[src/design/acc_map.svh]
// Register offsets, field positions and reset values for the comparator
// control block. Assumes a byte-wide register file with 12-bit addresses.
`ifndef ACC_MAP_SVH
`define ACC_MAP_SVH

// ==========================================================
// Register offsets
`define ACC_CONFIG_OFF 12'hF90
`define ACC_STATUS_OFF 12'hF91
`define ACC_MASK_OFF 12'hF92
`define ACC_POWER_OFF 12'hF93

// ==========================================================
// Control register fields
`define ACC_POS_SEL_BIT 7
`define ACC_NEG_SEL_BIT 6
`define ACC_LVL_HI 5
`define ACC_LVL_LO 2
`define ACC_LVL_RESET 4'h5
`define ACC_LVL_MAX 4'h9
`define ACC_CONFIG_RESET 8'h14

// ==========================================================
// Status and mask fields
`define ACC_RISE_BIT 0
`define ACC_FALL_BIT 1
`define ACC_EVT_W 2

`endif

[src/design/acc_pkg.sv]
// Types shared by the comparator control block.
// Assumes the map header supplies all numeric constants.
package acc_pkg;

  // ==========================================================
  // Synchroniser state, one-hot
  typedef enum logic [2:0] {
    ACC_SYNC_IDLE = 3'b001,
    ACC_SYNC_FILL = 3'b010,
    ACC_SYNC_RUN = 3'b100
  } acc_sync_type;

endpackage

[src/design/acc_comparator_control.sv]
// Comparator control: configuration register, input steering, reference
// level, output synchroniser and interrupt logic.
// Assumes a single-cycle register port and an analog comparator outside.
//
// Overview of operation
// - Bit 7 picks pin or temperature sensor
// - Bit 6 enables reference onto negative input
// - Four-bit code sets reference, 0.2 V steps
// - Reset: selects clear, level code 0101
// - Low two bits write ignored, read zero
// - Result drives interrupt and pin mux
// - Separate power bit powers comparator down
// - Reference independent from converter reference
// - Single control register at F90h; here status, mask and power sit at F91h-F93h too
`timescale 1ns/1ps
`include "acc_map.svh"

module acc_comparator_control #(
  parameter int LVL_W = 4
) (
  input wire logic ref_clk,
  input wire logic arst_n,
  input wire logic [11:0] reg_addr,
  input wire logic [7:0] reg_wdata,
  input wire logic reg_wr,
  input wire logic reg_rd,
  output logic [7:0] reg_rdata,
  input wire logic comparator_raw,
  output logic positive_input_select,
  output logic negative_input_select,
  output logic [LVL_W-1:0] reference_level,
  output logic comparator_powered_down,
  output logic comparator_result,
  output logic comparator_irq
);

  // ==========================================================
  // State record
  typedef struct packed {
    logic pos_sel;
    logic neg_sel;
    logic [LVL_W-1:0] lvl;
    logic pwr_down;
    logic [`ACC_EVT_W-1:0] status;
    logic [`ACC_EVT_W-1:0] mask;
    logic sync1;
    logic sync2;
    logic res;
    acc_pkg::acc_sync_type sst;
    logic [7:0] rdata;
    logic irq;
  } acc_state_type;

  acc_state_type st_r;
  acc_state_type st_nxt;

  // Address match, used for reads and writes alike
  function automatic logic hit(input logic [11:0] a, input logic [11:0] o);
    hit = (a == o);
  endfunction

  logic [`ACC_EVT_W-1:0] evt;
  logic [`ACC_EVT_W-1:0] w1c;
  logic [`ACC_EVT_W-1:0] new_status;

  // ==========================================================
  // Next-state logic
  always_comb begin
    st_nxt = st_r;
    // Second flop alone reads the first; edge logic uses later stages
    st_nxt.sync1 = comparator_raw;
    st_nxt.sync2 = st_r.sync1;
    // Powered-down comparator output is meaningless, so hold result
    if (!st_r.pwr_down) begin
      st_nxt.res = st_r.sync2;
    end
    // Idle and fill states mask the first two result updates after power-up; after reset sync2 and res are zero in both
    case (st_r.sst)
      acc_pkg::ACC_SYNC_IDLE: begin
        if (!st_r.pwr_down) begin
          st_nxt.sst = acc_pkg::ACC_SYNC_FILL;
        end
      end
      acc_pkg::ACC_SYNC_FILL: begin
        st_nxt.sst = acc_pkg::ACC_SYNC_RUN;
      end
      acc_pkg::ACC_SYNC_RUN: begin
        if (st_r.pwr_down) begin
          st_nxt.sst = acc_pkg::ACC_SYNC_IDLE;
        end
      end
      default: st_nxt.sst = acc_pkg::ACC_SYNC_IDLE;
    endcase
    evt = '0;
    if (st_r.sst == acc_pkg::ACC_SYNC_RUN && !st_r.pwr_down) begin
      evt[`ACC_RISE_BIT] = st_r.sync2 & ~st_r.res;
      evt[`ACC_FALL_BIT] = ~st_r.sync2 & st_r.res;
    end
    // Register writes
    w1c = '0;
    if (reg_wr) begin
      if (hit(reg_addr, `ACC_CONFIG_OFF)) begin
        st_nxt.pos_sel = reg_wdata[`ACC_POS_SEL_BIT];
        st_nxt.neg_sel = reg_wdata[`ACC_NEG_SEL_BIT];
        st_nxt.lvl = reg_wdata[`ACC_LVL_HI:`ACC_LVL_LO];
      end
      if (hit(reg_addr, `ACC_STATUS_OFF)) begin
        w1c = reg_wdata[`ACC_EVT_W-1:0];
      end
      if (hit(reg_addr, `ACC_MASK_OFF)) begin
        st_nxt.mask = reg_wdata[`ACC_EVT_W-1:0];
      end
      if (hit(reg_addr, `ACC_POWER_OFF)) begin
        st_nxt.pwr_down = reg_wdata[0];
      end
    end
    // Set wins over a clear landing in the same cycle
    new_status = (st_r.status & ~w1c) | evt;
    st_nxt.status = new_status;
    st_nxt.irq = |(new_status & st_nxt.mask);
    // Read data stands one cycle after the strobe only
    st_nxt.rdata = 8'h00;
    if (reg_rd) begin
      if (hit(reg_addr, `ACC_CONFIG_OFF)) begin
        // Low two bits always read back as zero
        st_nxt.rdata = {st_r.pos_sel, st_r.neg_sel, st_r.lvl, 2'b00};
      end else if (hit(reg_addr, `ACC_STATUS_OFF)) begin
        st_nxt.rdata = {6'h00, st_r.status};
      end else if (hit(reg_addr, `ACC_MASK_OFF)) begin
        st_nxt.rdata = {6'h00, st_r.mask};
      end else if (hit(reg_addr, `ACC_POWER_OFF)) begin
        st_nxt.rdata = {7'h00, st_r.pwr_down};
      end
    end
  end

  // ==========================================================
  // State register
  always_ff @(posedge ref_clk or negedge arst_n) begin
    if (!arst_n) begin
      st_r.pos_sel <= 1'b0;
      st_r.neg_sel <= 1'b0;
      st_r.lvl <= `ACC_LVL_RESET;
      st_r.pwr_down <= 1'b0;
      st_r.status <= '0;
      st_r.mask <= '0;
      st_r.sync1 <= 1'b0;
      st_r.sync2 <= 1'b0;
      st_r.res <= 1'b0;
      st_r.sst <= acc_pkg::ACC_SYNC_IDLE;
      st_r.rdata <= 8'h00;
      st_r.irq <= 1'b0;
    end else begin
      st_r <= st_nxt;
    end
  end

  // ==========================================================
  // Outputs, all straight from flops
  // Reference field goes only to the comparator ladder, never to the
  // converter reference logic
  assign positive_input_select = st_r.pos_sel;
  assign negative_input_select = st_r.neg_sel;
  assign reference_level = st_r.lvl;
  assign comparator_powered_down = st_r.pwr_down;
  assign comparator_result = st_r.res;
  assign comparator_irq = st_r.irq;
  assign reg_rdata = st_r.rdata;
endmodule

[config.mk]
export PLATFORM = sky130hd
export DESIGN_NAME = acc_comparator_control
export DESIGN_NICKNAME = d
export VERILOG_FILES = /design/src/design/acc_pkg.sv /design/src/design/acc_comparator_control.sv
export VERILOG_INCLUDE_DIRS = /design/src /design/src/design
export SDC_FILE = /design/constraint.sdc
export NUM_CORES = 1
export LEC_CHECK = 0
export BUFFER_PORTS_ARGS = -buffer_cell sky130_fd_sc_hd__buf_2
export CORE_MARGIN = 2
export CORE_UTILIZATION = 48
export DETAILED_ROUTE_END_ITERATION = 16
export PLACE_DENSITY_LB_ADDON = 0.2
export SYNTH_ARGS = -nofsm -noshare
export SYNTH_HDL_FRONTEND = slang
export SYNTH_SLANG_ARGS = --single-unit
[constraint.sdc]
create_clock -name ref_clk -period 1.4 [get_ports ref_clk]
set_input_delay 0.14 -clock ref_clk [delete_from_list [all_inputs] [get_ports ref_clk]]
set_output_delay 0.14 -clock ref_clk [all_outputs]
set_load 0.05 [all_outputs]
### Yosys cells after proc, flatten, opt, wreduce, memory -nomap -nowiden

Cells that the tools add are included.

* register bits: 26
* output and inout bits: 17

* reduce and logical (&&, ||, !) cells: 6
* equal/unequal tests: 9
* muxes and demuxes: 13
* bitwise operators: 8

Operator list (number)
* equality test 12 bit (second input constant): 4
* two-way mux 8 bit: 2
* two-way mux 2 bit: 7
* case mux 3 bit (3 select lines): 1
* two-way mux 3 bit: 2
* AND reduction 2 bit: 3
* AND 2 bit: 2
* inequality test 2 bit (second input constant): 2
* equality test 3 x 1 -> 1 bit (second input constant): 1
* equality test 3 x 2 -> 1 bit (second input constant): 1
* equality test 3 bit (second input constant): 1
* AND 1 bit: 2
* NOT 1 bit: 2
* NOT 2 bit: 1
* OR 2 bit: 1
* OR reduction 2 bit: 1
* logical AND 1 bit: 1
* logical NOT 1 bit: 1
* two-way mux 1 bit: 1

### Longest topological paths before layout

Gate-level depths: netlist of run 1.

* depth after elaboration: 8
* mapped depth: 5
* gate-level depth less buffers: 4

### Least setup slack after synthesis of run 1

Ideal clock, no wire load.

* kind: register to register
* start: reg st_r, in the netlist comparator_powered_down
* end: reg st_r, in the netlist comparator_irq
* stages on the path, launching flop included: 4
* setup time: 0.121 ns
* path buffers: 0
* data required time: 1.279 ns
* path slack: -0.053 ns
* data arrival time: 1.332 ns
* cell sequence: dfrtp_1 -> nor4b_1 -> a32o_1 -> a22o_1

RTL lines
* start: declaration: RTL line acc_comparator_control.sv:54 `acc_state_type st_r;`
* start signal: assignment: RTL line acc_comparator_control.sv:154 `st_r <= st_nxt;`

### Worst setup path in the final report of run 1

* start: reg st_r, in the netlist reference_level[0]
* end: out reference_level[0]

RTL lines
* end: declaration: RTL line acc_comparator_control.sv:31 `output logic [LVL_W-1:0] reference_level,`

No word-level cell between the ends.

==> results of run 1 <==
flip-flops by register name (all words and copies together), names as in the netlist:
name / flops
reg_rdata: 8
comparator_powered_down: 1
positive_input_select: 1
reference_level: 4
st_r: 8
negative_input_select: 1
comparator_result: 1
comparator_irq: 1
st_nxt: 1
timing repair:
action	in CTS	in global routing
hold buffers	2	0
setup endpoints to repair	0	1
gates resized for setup	0	1
endpoints found under the hold margin	24	0
buffers inserted	0	0
placed cells by master (no fill, tap or decap):
cell type,Yosys,final
a22o_1,1,1
bufinv_16,0,1
mux2_2,7,7
and4bb_2,1,1
nor3_1,2,2
buf_2,1,41
inv_1,4,4
and4b_2,2,2
mux2_4,2,2
and2_1,6,6
and3b_1,1,1
dfrtp_2,0,1
and4_4,1,1
nor2_1,7,7
o21ai_0,1,1
nor4b_1,2,1
nand4_1,4,4
and4_2,1,1
nand2_1,3,3
mux2i_1,2,2
dfrtp_1,23,22
dlygate4sd3_1,0,2
dfstp_2,3,3
a21oi_1,2,2
nand3_1,2,2
a32o_1,2,2
buf_4,12,6
nor3_4,1,1
nor4b_2,0,1
clkbuf_4,0,3
logic make-up (layout without fill, tap and decap cells):
kind of cell    after synthesis  in the layout  share of synthesized area
compound gates                6              6                     0.0379
mux                          11             11                      0.111
buf+inv                      17             57                     0.0952
flops                        26             26                      0.566
simple gates                 33             33                      0.189
power breakdown:
part / switching (mW) / internal (mW) / total (mW)
Clock: 0.209 / 0.289 / 0.498
Sequential: 0.0470 / 0.821 / 0.868
Combinational: 0.0987 / 0.0963 / 0.195
Total: 0.354 / 1.21 / 1.56
final timing paths:
path / start / to / slack, ns / cells past startpoint
hold / removal: reg_wdata[7] / positive_input_select / 0.05 / 2
setup / recovery: reference_level[0] / reference_level[0] / 0.13 / 1
hold reg to reg: st_nxt[13] / st_r[13] / 0.37 / 0
max in group asynchronous: arst_n / comparator_powered_down / 0.69 / 2
min in group asynchronous: arst_n / st_r[10] / 0.32 / 2
setup reg to reg: comparator_powered_down / comparator_irq / 0.16 / 3
worst reg2reg max path, cell delays in order, from the launching register on:
cell     delay, ns
dfrtp_2       0.44
nor4b_2       0.35
a32o_1        0.26
a22o_1        0.15
stage by stage:
stage	hold slack (ns)	cell area (um2)	utilization
floorplan	-0.156	1160	-
global placement	0.156	1350	0.598
detailed placement	0.154	1350	0.598
CTS	0.0409	1420	0.630
global route	0.0331	1430	0.633
finish	0.0489	1430	0.633
metal layers:
metal,part of all wire,global-route usage,vias to the layer above
met5,0,0,-
met3,0.070,0.0593,2
met1,0.42,0.207,414
li1,-,-,395
met4,0.0046,0.0427,0
met2,0.50,0.298,32
final cells by class:
| class | count | area (um2) |
|---|---|---|
| Clock inverter | 1 | 30.0 |
| Timing Repair Buffer | 49 | 270 |
| Sequential cell | 26 | 656 |
| Tap cell | 28 | 35.0 |
| Multi-Input combinational cell | 50 | 398 |
| Fill cell | 204 | 828 |
| Inverter | 4 | 15.0 |
| Clock buffer | 3 | 22.5 |
==> impl_metrics.ini, run 1 <==
[critical_path]
critical_path_class = flip-flop to output pin
end_kind = output pin
crit_required_ns = 1.26
max_stage_delay_ns = 0.56
worstPathCellList = buf_2
arrival_ns = 1.13
cp_max_fo = 3
cp_num_buf_inv = 1
cp_slowest_cell = dfstp_2
crit_path_start_kind = flip-flop
path_delay_family = flip-flops

[global_route]
grt_first_pass_wirelength_mm = 3.49
globalRouteTotalUtil = 0.173
antenna_found_initial = 0
grt_max_degree = 27
grt_pass1_vias = 834
grt-ovfl-total = 0

[job]
drv_cap = 0

[power_and_ir_drop]
powerDensity_nw_per_um2 = 1090
power.total_mw = 1.56
leakage_nw = 0.755
peakVddDrop_v = 0.000646

[die]
floorplan.core_area_um2 = 2250
dieArea_um2 = 2820
start_util = 0.513
die_y_um = 53.1
die_w_um = 53.1
ios = 42
row_count = 17

[yosys]
synth_top_area_share = 0.498
netlist_instances = 93
synth_seq_cells = 26
syn_area_per_cell_um2 = 12.4
synth_top_area_cell = dfrtp_1
synth_cell_types = 25
yosysWarnings = 0
synth_edf_count = 0
synthTopCellsByArea = dfrtp_1, buf_4, dfstp_2
synth-main-ff-cell = dfrtp_1
synth_area_um2 = 1160
async_flop_share = 1.00
syn_nets = 118
yosysMostFrequentCell = dfrtp_1
synth_common_cells = dfrtp_1, buf_4, mux2_2, nor2_1, and2_1
ys_seq_area_frac = 0.566

[cts]
clk_latency_ns = 0.31
clockBufferDepth = 2
numCtsBuffers = 3
clk_pin_slew_ns = 0.13
h-tree-depth = 1
cts_sinks = 26
cts_root_buf = clkbuf_4
cts_tree = yes

[route]
vias = 843
first_pass_iters = 4
drt_iter0_drc = 27
ant_nets = 0
wl_per_cell_um = 13.4
wirelength_mm = 2.16
drc = 0
routed_via_density = 5.24

[worst_hold_path]
hp-class = input pin to flip-flop

[placement]
dp_hpwl_mm = 1.67
placed_cells = 155
portBuffers = 41
dp_slack_ns = -0.121
gp_congestion = 0.847

[sta]
tightest_slew_ns = 0.543
rsz0062_at_grt = false
skew_ns = 0.00115
tns_ns = 0
slew_headroom = 0.638
hold_viol_final = 0
finalCriticalPeriod_ns = 1.27
setup_slack_ns = 0.130
setup_viol = 0
min_period_over_period = 0.907
fmax_mhz = 787
finalMaxSlewViolations = 0

[cells_and_area]
layout.nets = 159
fin_cells = 161
layout-drive-gt1-share = 0.534
syn_to_final_growth_pct = 23.4
diodes = 0

[status]
status = complete, no violations
Note: power is estimated with default switching activity, not from simulation.
==> inputs of run 2 (changes only) <==
--- a/config.mk
+++ b/config.mk
@@ -9,8 +9,11 @@
 export BUFFER_PORTS_ARGS = -buffer_cell sky130_fd_sc_hd__buf_2
 export CORE_MARGIN = 2
 export CORE_UTILIZATION = 48
+export CTS_CLUSTER_DIAMETER = 50
+export CTS_CLUSTER_SIZE = 20
 export DETAILED_ROUTE_END_ITERATION = 16
 export PLACE_DENSITY_LB_ADDON = 0.2
+export RECOVER_POWER = 100
 export SYNTH_ARGS = -nofsm -noshare
 export SYNTH_HDL_FRONTEND = slang
 export SYNTH_SLANG_ARGS = --single-unit
==> run 2 against run 1 <==
Effect of this change:
- utilization shrank 0.50 points
- final cell count is the same
- clock skew is essentially flat
- routed wire length shrank 0.65%
- clock power is essentially flat
- register-to-register slack lost 0.02 ns
- worst setup slack lost 0.014 ns
- critical path depth is the same
- die area is the same
- critical endpoint unchanged
- highest routed layer unchanged
==> impl_metrics.ini, run 2 (synthesis gave the netlist of run 1 again) <==
[cells_and_area]
fillers = 206
syn_to_final_growth_pct = 22.4
most-common-layout-cells = buf_2, dfrtp_1, clkbuf_2
fin_cells = 161
layout.nets = 159
fin_util = 0.628
mostFrequentLayoutCell = buf_2
layout-drive-gt1-share = 0.496
diodes = 0
final_area_um2 = 1420

[job]
drv_cap = 0

[power_and_ir_drop]
pwr-share-clk = 0.319
leakage_nw = 0.732
internal_power_mw = 1.21
switchingPower_uw = 355
powerDensity_nw_per_um2 = 1100
pwr-share-seq = 0.556
combPwrFrac = 0.125
swShare = 0.227
peakVddDrop_v = 0.000646

[global_route]
grt_pass1_vias = 834
globalRouteTotalUtil = 0.173
grt_max_degree = 27
grt_first_pass_wirelength_mm = 3.49
grt-ovfl-total = 0
antenna_found_initial = 0

[sta]
setup_viol = 0
finalMaxSlewViolations = 0
rsz0062_at_grt = false
min_period_over_period = 0.917
hold_viol_final = 0
tightest_slew_ns = 0.604
tns_ns = 0
slew_headroom = 0.597
fmax_mhz = 779
finalCriticalPeriod_ns = 1.28
skew_ns = 0.00154

[route]
wirelength_mm = 2.14
routed_via_density = 5.29
ant_nets = 0
first_pass_iters = 5
wl_per_cell_um = 13.3
drt_iter0_drc = 13
drc = 0
vias = 852

[critical_path]
max_stage_delay_ns = 0.56
critical_path_class = flip-flop to output pin
cp_num_buf_inv = 1
worstPathCellList = clkbuf_2
cp_slowest_cell = dfstp_2
path_delay_family = flip-flops
crit_required_ns = 1.26
cp_max_fo = 3
crit_path_start_kind = flip-flop
arrival_ns = 1.14
end_kind = output pin

[status]
status = complete, no violations

[placement]
dp_hpwl_mm = 1.67
placed_cells = 155
gp_congestion = 0.847
place_area_um2 = 1350
portBuffers = 41

[die]
die_w_um = 53.1
floorplan.core_area_um2 = 2250
ios = 42
row_count = 17
dieArea_um2 = 2820
die_y_um = 53.1
start_util = 0.513

[cts]
cts_tree = yes
numCtsBuffers = 3
clk_latency_ns = 0.31
cts_root_buf = clkbuf_4
clockBufferDepth = 2
clk_pin_slew_ns = 0.13
h-tree-depth = 1
cts_sinks = 26

[worst_hold_path]
hp-class = input pin to flip-flop
[run 2: changes by cell type in the layout (fill, tap and decap cells not counted), sizes merged]
cell / previous run / this run
clkbuf: 3 / 23
buf: 47 / 27
[run 2: worst paths after layout]
kind / from / to / slack (ns) / cells after the start
worst max-delay path: reference_level[0] / reference_level[0] / 0.12 / 1
worst min-delay path: reg_wdata[7] / positive_input_select / 0.05 / 2
worst max register to register: comparator_powered_down / comparator_irq / 0.14 / 3
worst min register to register: st_nxt[13] / st_r[13] / 0.37 / 0
max in group asynchronous: arst_n / comparator_powered_down / 0.63 / 2
min in group asynchronous: arst_n / st_r[10] / 0.35 / 2
[run 2: what timing repair did]
item	4_1_cts	5_1_grt
hold buffers	2	0
endpoints found under the setup margin	0	1
resized for setup	0	1
setup buffers	0	0
endpoints found under the hold margin	24	0
[run 2: power by group through the flow]
stage | registers, mW | logic (mW) | clock network [mW]
CTS | 0.864 | 0.194 | 0.514
floorplan | 0.876 | 0.0997 | 0
global route | 0.879 | 0.220 | 0.539
detailed placement | 0.878 | 0.190 | 0
global placement | 0.874 | 0.181 | 0
finish | 0.868 | 0.195 | 0.498
[run 2: metrics by stage]
| stage | setup WS [ns] | hold WS (ns) | total power [mW] |
|---|---|---|---|
| CTS | 0.0203 | 0.0409 | 1.57 |
| global route | 0.0624 | 0.0331 | 1.64 |
| finish | 0.116 | 0.0499 | 1.56 |
| global placement | -0.0978 | 0.156 | 1.06 |
| floorplan | 0.0746 | -0.156 | 0.976 |
| detailed placement | -0.121 | 0.154 | 1.07 |
[run 2: final cells by class]
type                            instances  area (um2)  share of cell area
Multi-Input combinational cell         50         392               0.277
Sequential cell                        26         656               0.463
Inverter                                4        15.0              0.0106
Timing Repair Buffer                   49         265               0.187
Clock inverter                          1        30.0              0.0212
Clock buffer                            3        22.5              0.0159
Tap cell                               28        35.0              0.0248
[run 2: routing by layer]
| metal | vias up | share of wire | track usage |
|---|---|---|---|
| li1 | 396 | - | - |
| met2 | 31 | 0.51 | 0.298 |
| met4 | 0 | 0.0047 | 0.0427 |
| met3 | 2 | 0.070 | 0.0593 |
| met5 | - | 0 | 0 |
| met1 | 423 | 0.42 | 0.207 |
==> inputs of run 3 (changes only) <==
--- a/config.mk
+++ b/config.mk
@@ -6,9 +6,10 @@
 export SDC_FILE = /design/constraint.sdc
 export NUM_CORES = 1
 export LEC_CHECK = 0
+export ABC_AREA = 1
 export BUFFER_PORTS_ARGS = -buffer_cell sky130_fd_sc_hd__buf_2
 export CORE_MARGIN = 2
-export CORE_UTILIZATION = 48
+export CORE_UTILIZATION = 49
 export CTS_CLUSTER_DIAMETER = 50
 export CTS_CLUSTER_SIZE = 20
 export DETAILED_ROUTE_END_ITERATION = 16
==> run 3 against run 2 <==
Effect of this change:
- cell area down 0.18%
- count of clock-buffer cells in the layout up 1
- critical path type unchanged
- sequential cell count unchanged
- die area up 6.7%
- first-iteration DRC count up 38%
- fmax about the same
- largest cell class unchanged
- sequential power down 4.1%
==> impl_metrics.ini, run 3 <==
[status]
status = complete, no violations

[die]
die_y_um = 54.8
die_w_um = 54.8
row_count = 18
dieArea_um2 = 3010
floorplan.core_area_um2 = 2450
ios = 42
start_util = 0.516

[yosys]
synth_seq_cells = 26
synth_edf_count = 0
synth_area_um2 = 1270
async_flop_share = 1.00
syn_area_per_cell_um2 = 8.67
synth_top_area_share = 0.455
synth-main-ff-cell = dfrtp_1
synthTopCellsByArea = dfrtp_1, nand2_1, buf_4
synth_top_area_cell = dfrtp_1
ys_seq_area_frac = 0.517
netlist_instances = 146
syn_nets = 171
yosysMostFrequentCell = nand2_1
yosysWarnings = 0
synth_common_cells = nand2_1, dfrtp_1, nand3_1, inv_1
synth_cell_types = 22

[power_and_ir_drop]
peakVddDrop_v = 0.000558
power.total_mw = 1.30
leakage_nw = 0.771
powerDensity_nw_per_um2 = 923

[critical_path]
worst-path-stages = 1
worstPathCellList = clkbuf_2
crit_path_start_kind = flip-flop
worst-r2r-setup-slack_ns = 0.30
cp_max_fo = 3
r2r-end = comparator_irq
crit_required_ns = 1.26
reg2reg_from = comparator_powered_down
reg2reg_depth = 7
arrival_ns = 1.14
max_stage_delay_ns = 0.57
critical_path_class = flip-flop to output pin
cp_num_buf_inv = 1
path_delay_family = flip-flops
cp_slowest_cell = dfstp_2
end_kind = output pin

[route]
ant_nets = 0
drc = 0
wl_per_cell_um = 10.1
vias = 987
first_pass_iters = 5
wirelength_mm = 2.12
drt_iter0_drc = 18
routed_via_density = 4.70

[sta]
slew_headroom = 0.597
min_period_over_period = 0.918
fmax_mhz = 778
setup_viol = 0
skew_ns = 0.00255
finalCriticalPeriod_ns = 1.28
tns_ns = 0
finalMaxSlewViolations = 0
rsz0062_at_grt = false
fin_hold_ws_ns = 0.0315
tightest_slew_ns = 0.605
setup_slack_ns = 0.115
hold_viol_final = 0

[placement]
dp_slack_ns = 0.155
placed_cells = 204
portBuffers = 41
gp_congestion = 0.832
dp_hpwl_mm = 1.68

[worst_hold_path]
whs_endpoint = reference_level[0]
hp-class = input pin to flip-flop
worstHoldStart = reg_wdata[2]
whs_path_depth = 3

[cells_and_area]
layout-drive-gt1-share = 0.317
diodes = 0
fillers = 239
most-common-layout-cells = nand2_1, dfrtp_1, buf_2
layout.nets = 206
syn_to_final_growth_pct = 11.6
mostFrequentLayoutCell = nand2_1
fin_cells = 210

[job]
drv_cap = 0

[cts]
cts_root_buf = clkbuf_4
numCtsBuffers = 3
clockBufferDepth = 2
cts_sinks = 26
clk_latency_ns = 0.31
cts_resized = 0
clk_pin_slew_ns = 0.12
cts_tree = yes
h-tree-depth = 1
cts_setup_buffers = 0

[global_route]
grt-ovfl-total = 0
grt_first_pass_wirelength_mm = 3.46
grt_max_degree = 27
antenna_found_initial = 0
grt_pass1_vias = 824
globalRouteTotalUtil = 0.163
[run 3: changes by cell type after synthesis, moves of 6 or more]
cell / before / now
nand2_1: 3 / 37
nand3_1: 2 / 16
inv_1: 4 / 14
mux2_2: 7 / 0
and2_1: 6 / 0
inv_2: 0 / 6
nand2_2: 0 / 6
[run 3: metal layers]
layer | up-vias | track usage | wire [um]
met4 | 0 | 0.0625 | 26
met1 | 442 | 0.235 | 969
met3 | 4 | 0.0301 | 139
met2 | 33 | 0.240 | 983
li1 | 508 | - | -
met5 | - | 0 | 0
[run 3: worst max-delay path by stage]
stage / to / slack, ns / from
after global routing: reg_rdata[1] / 0.07 / reg_rdata[1]
after global placement: comparator_irq / 0.17 / reg_addr[5]
after detailed placement: comparator_irq / 0.15 / reg_addr[5]
after CTS: reference_level[2] / 0.12 / reference_level[2]
after floorplan: comparator_irq / 0.12 / comparator_powered_down
final: reference_level[2] / 0.12 / reference_level[2]
[run 3: timing repair]
item,4_1_cts,5_1_grt
hold buffers,2,0
endpoints found under the setup margin,0,0
hold endpoints to repair,24,0
[run 3: kinds of logic after synthesis]
group,count (synthesis),synth area share
AND/OR/NAND/NOR,83,0.328
buffers and inverters,34,0.143
flip-flops,26,0.517
AO/OA/AOI/OAI,3,0.0118
[run 3: metrics by stage]
step / cell area, um2 / utilization
after global routing: 1410 / 0.575
final: 1410 / 0.575
after floorplan: 1270 / -
after detailed placement: 1410 / 0.574
after global placement: 1410 / 0.574
after CTS: 1460 / 0.593
[run 3: layout make-up]
class / count / area [um2] / share of cell area
multi-input cells: 86 / 394 / 0.279
well taps: 30 / 37.5 / 0.0266
inverters: 20 / 75.1 / 0.0531
flip-flops and latches: 26 / 654 / 0.463
clock buffers: 4 / 26.3 / 0.0186
repair buffers: 44 / 225 / 0.159
[run 3: report_power, final]
group / total [mW] / internal [mW] / switching (mW)
combinational: 0.162 / 0.0618 / 0.100
sequential: 0.832 / 0.801 / 0.0302
clock: 0.311 / 0.111 / 0.199
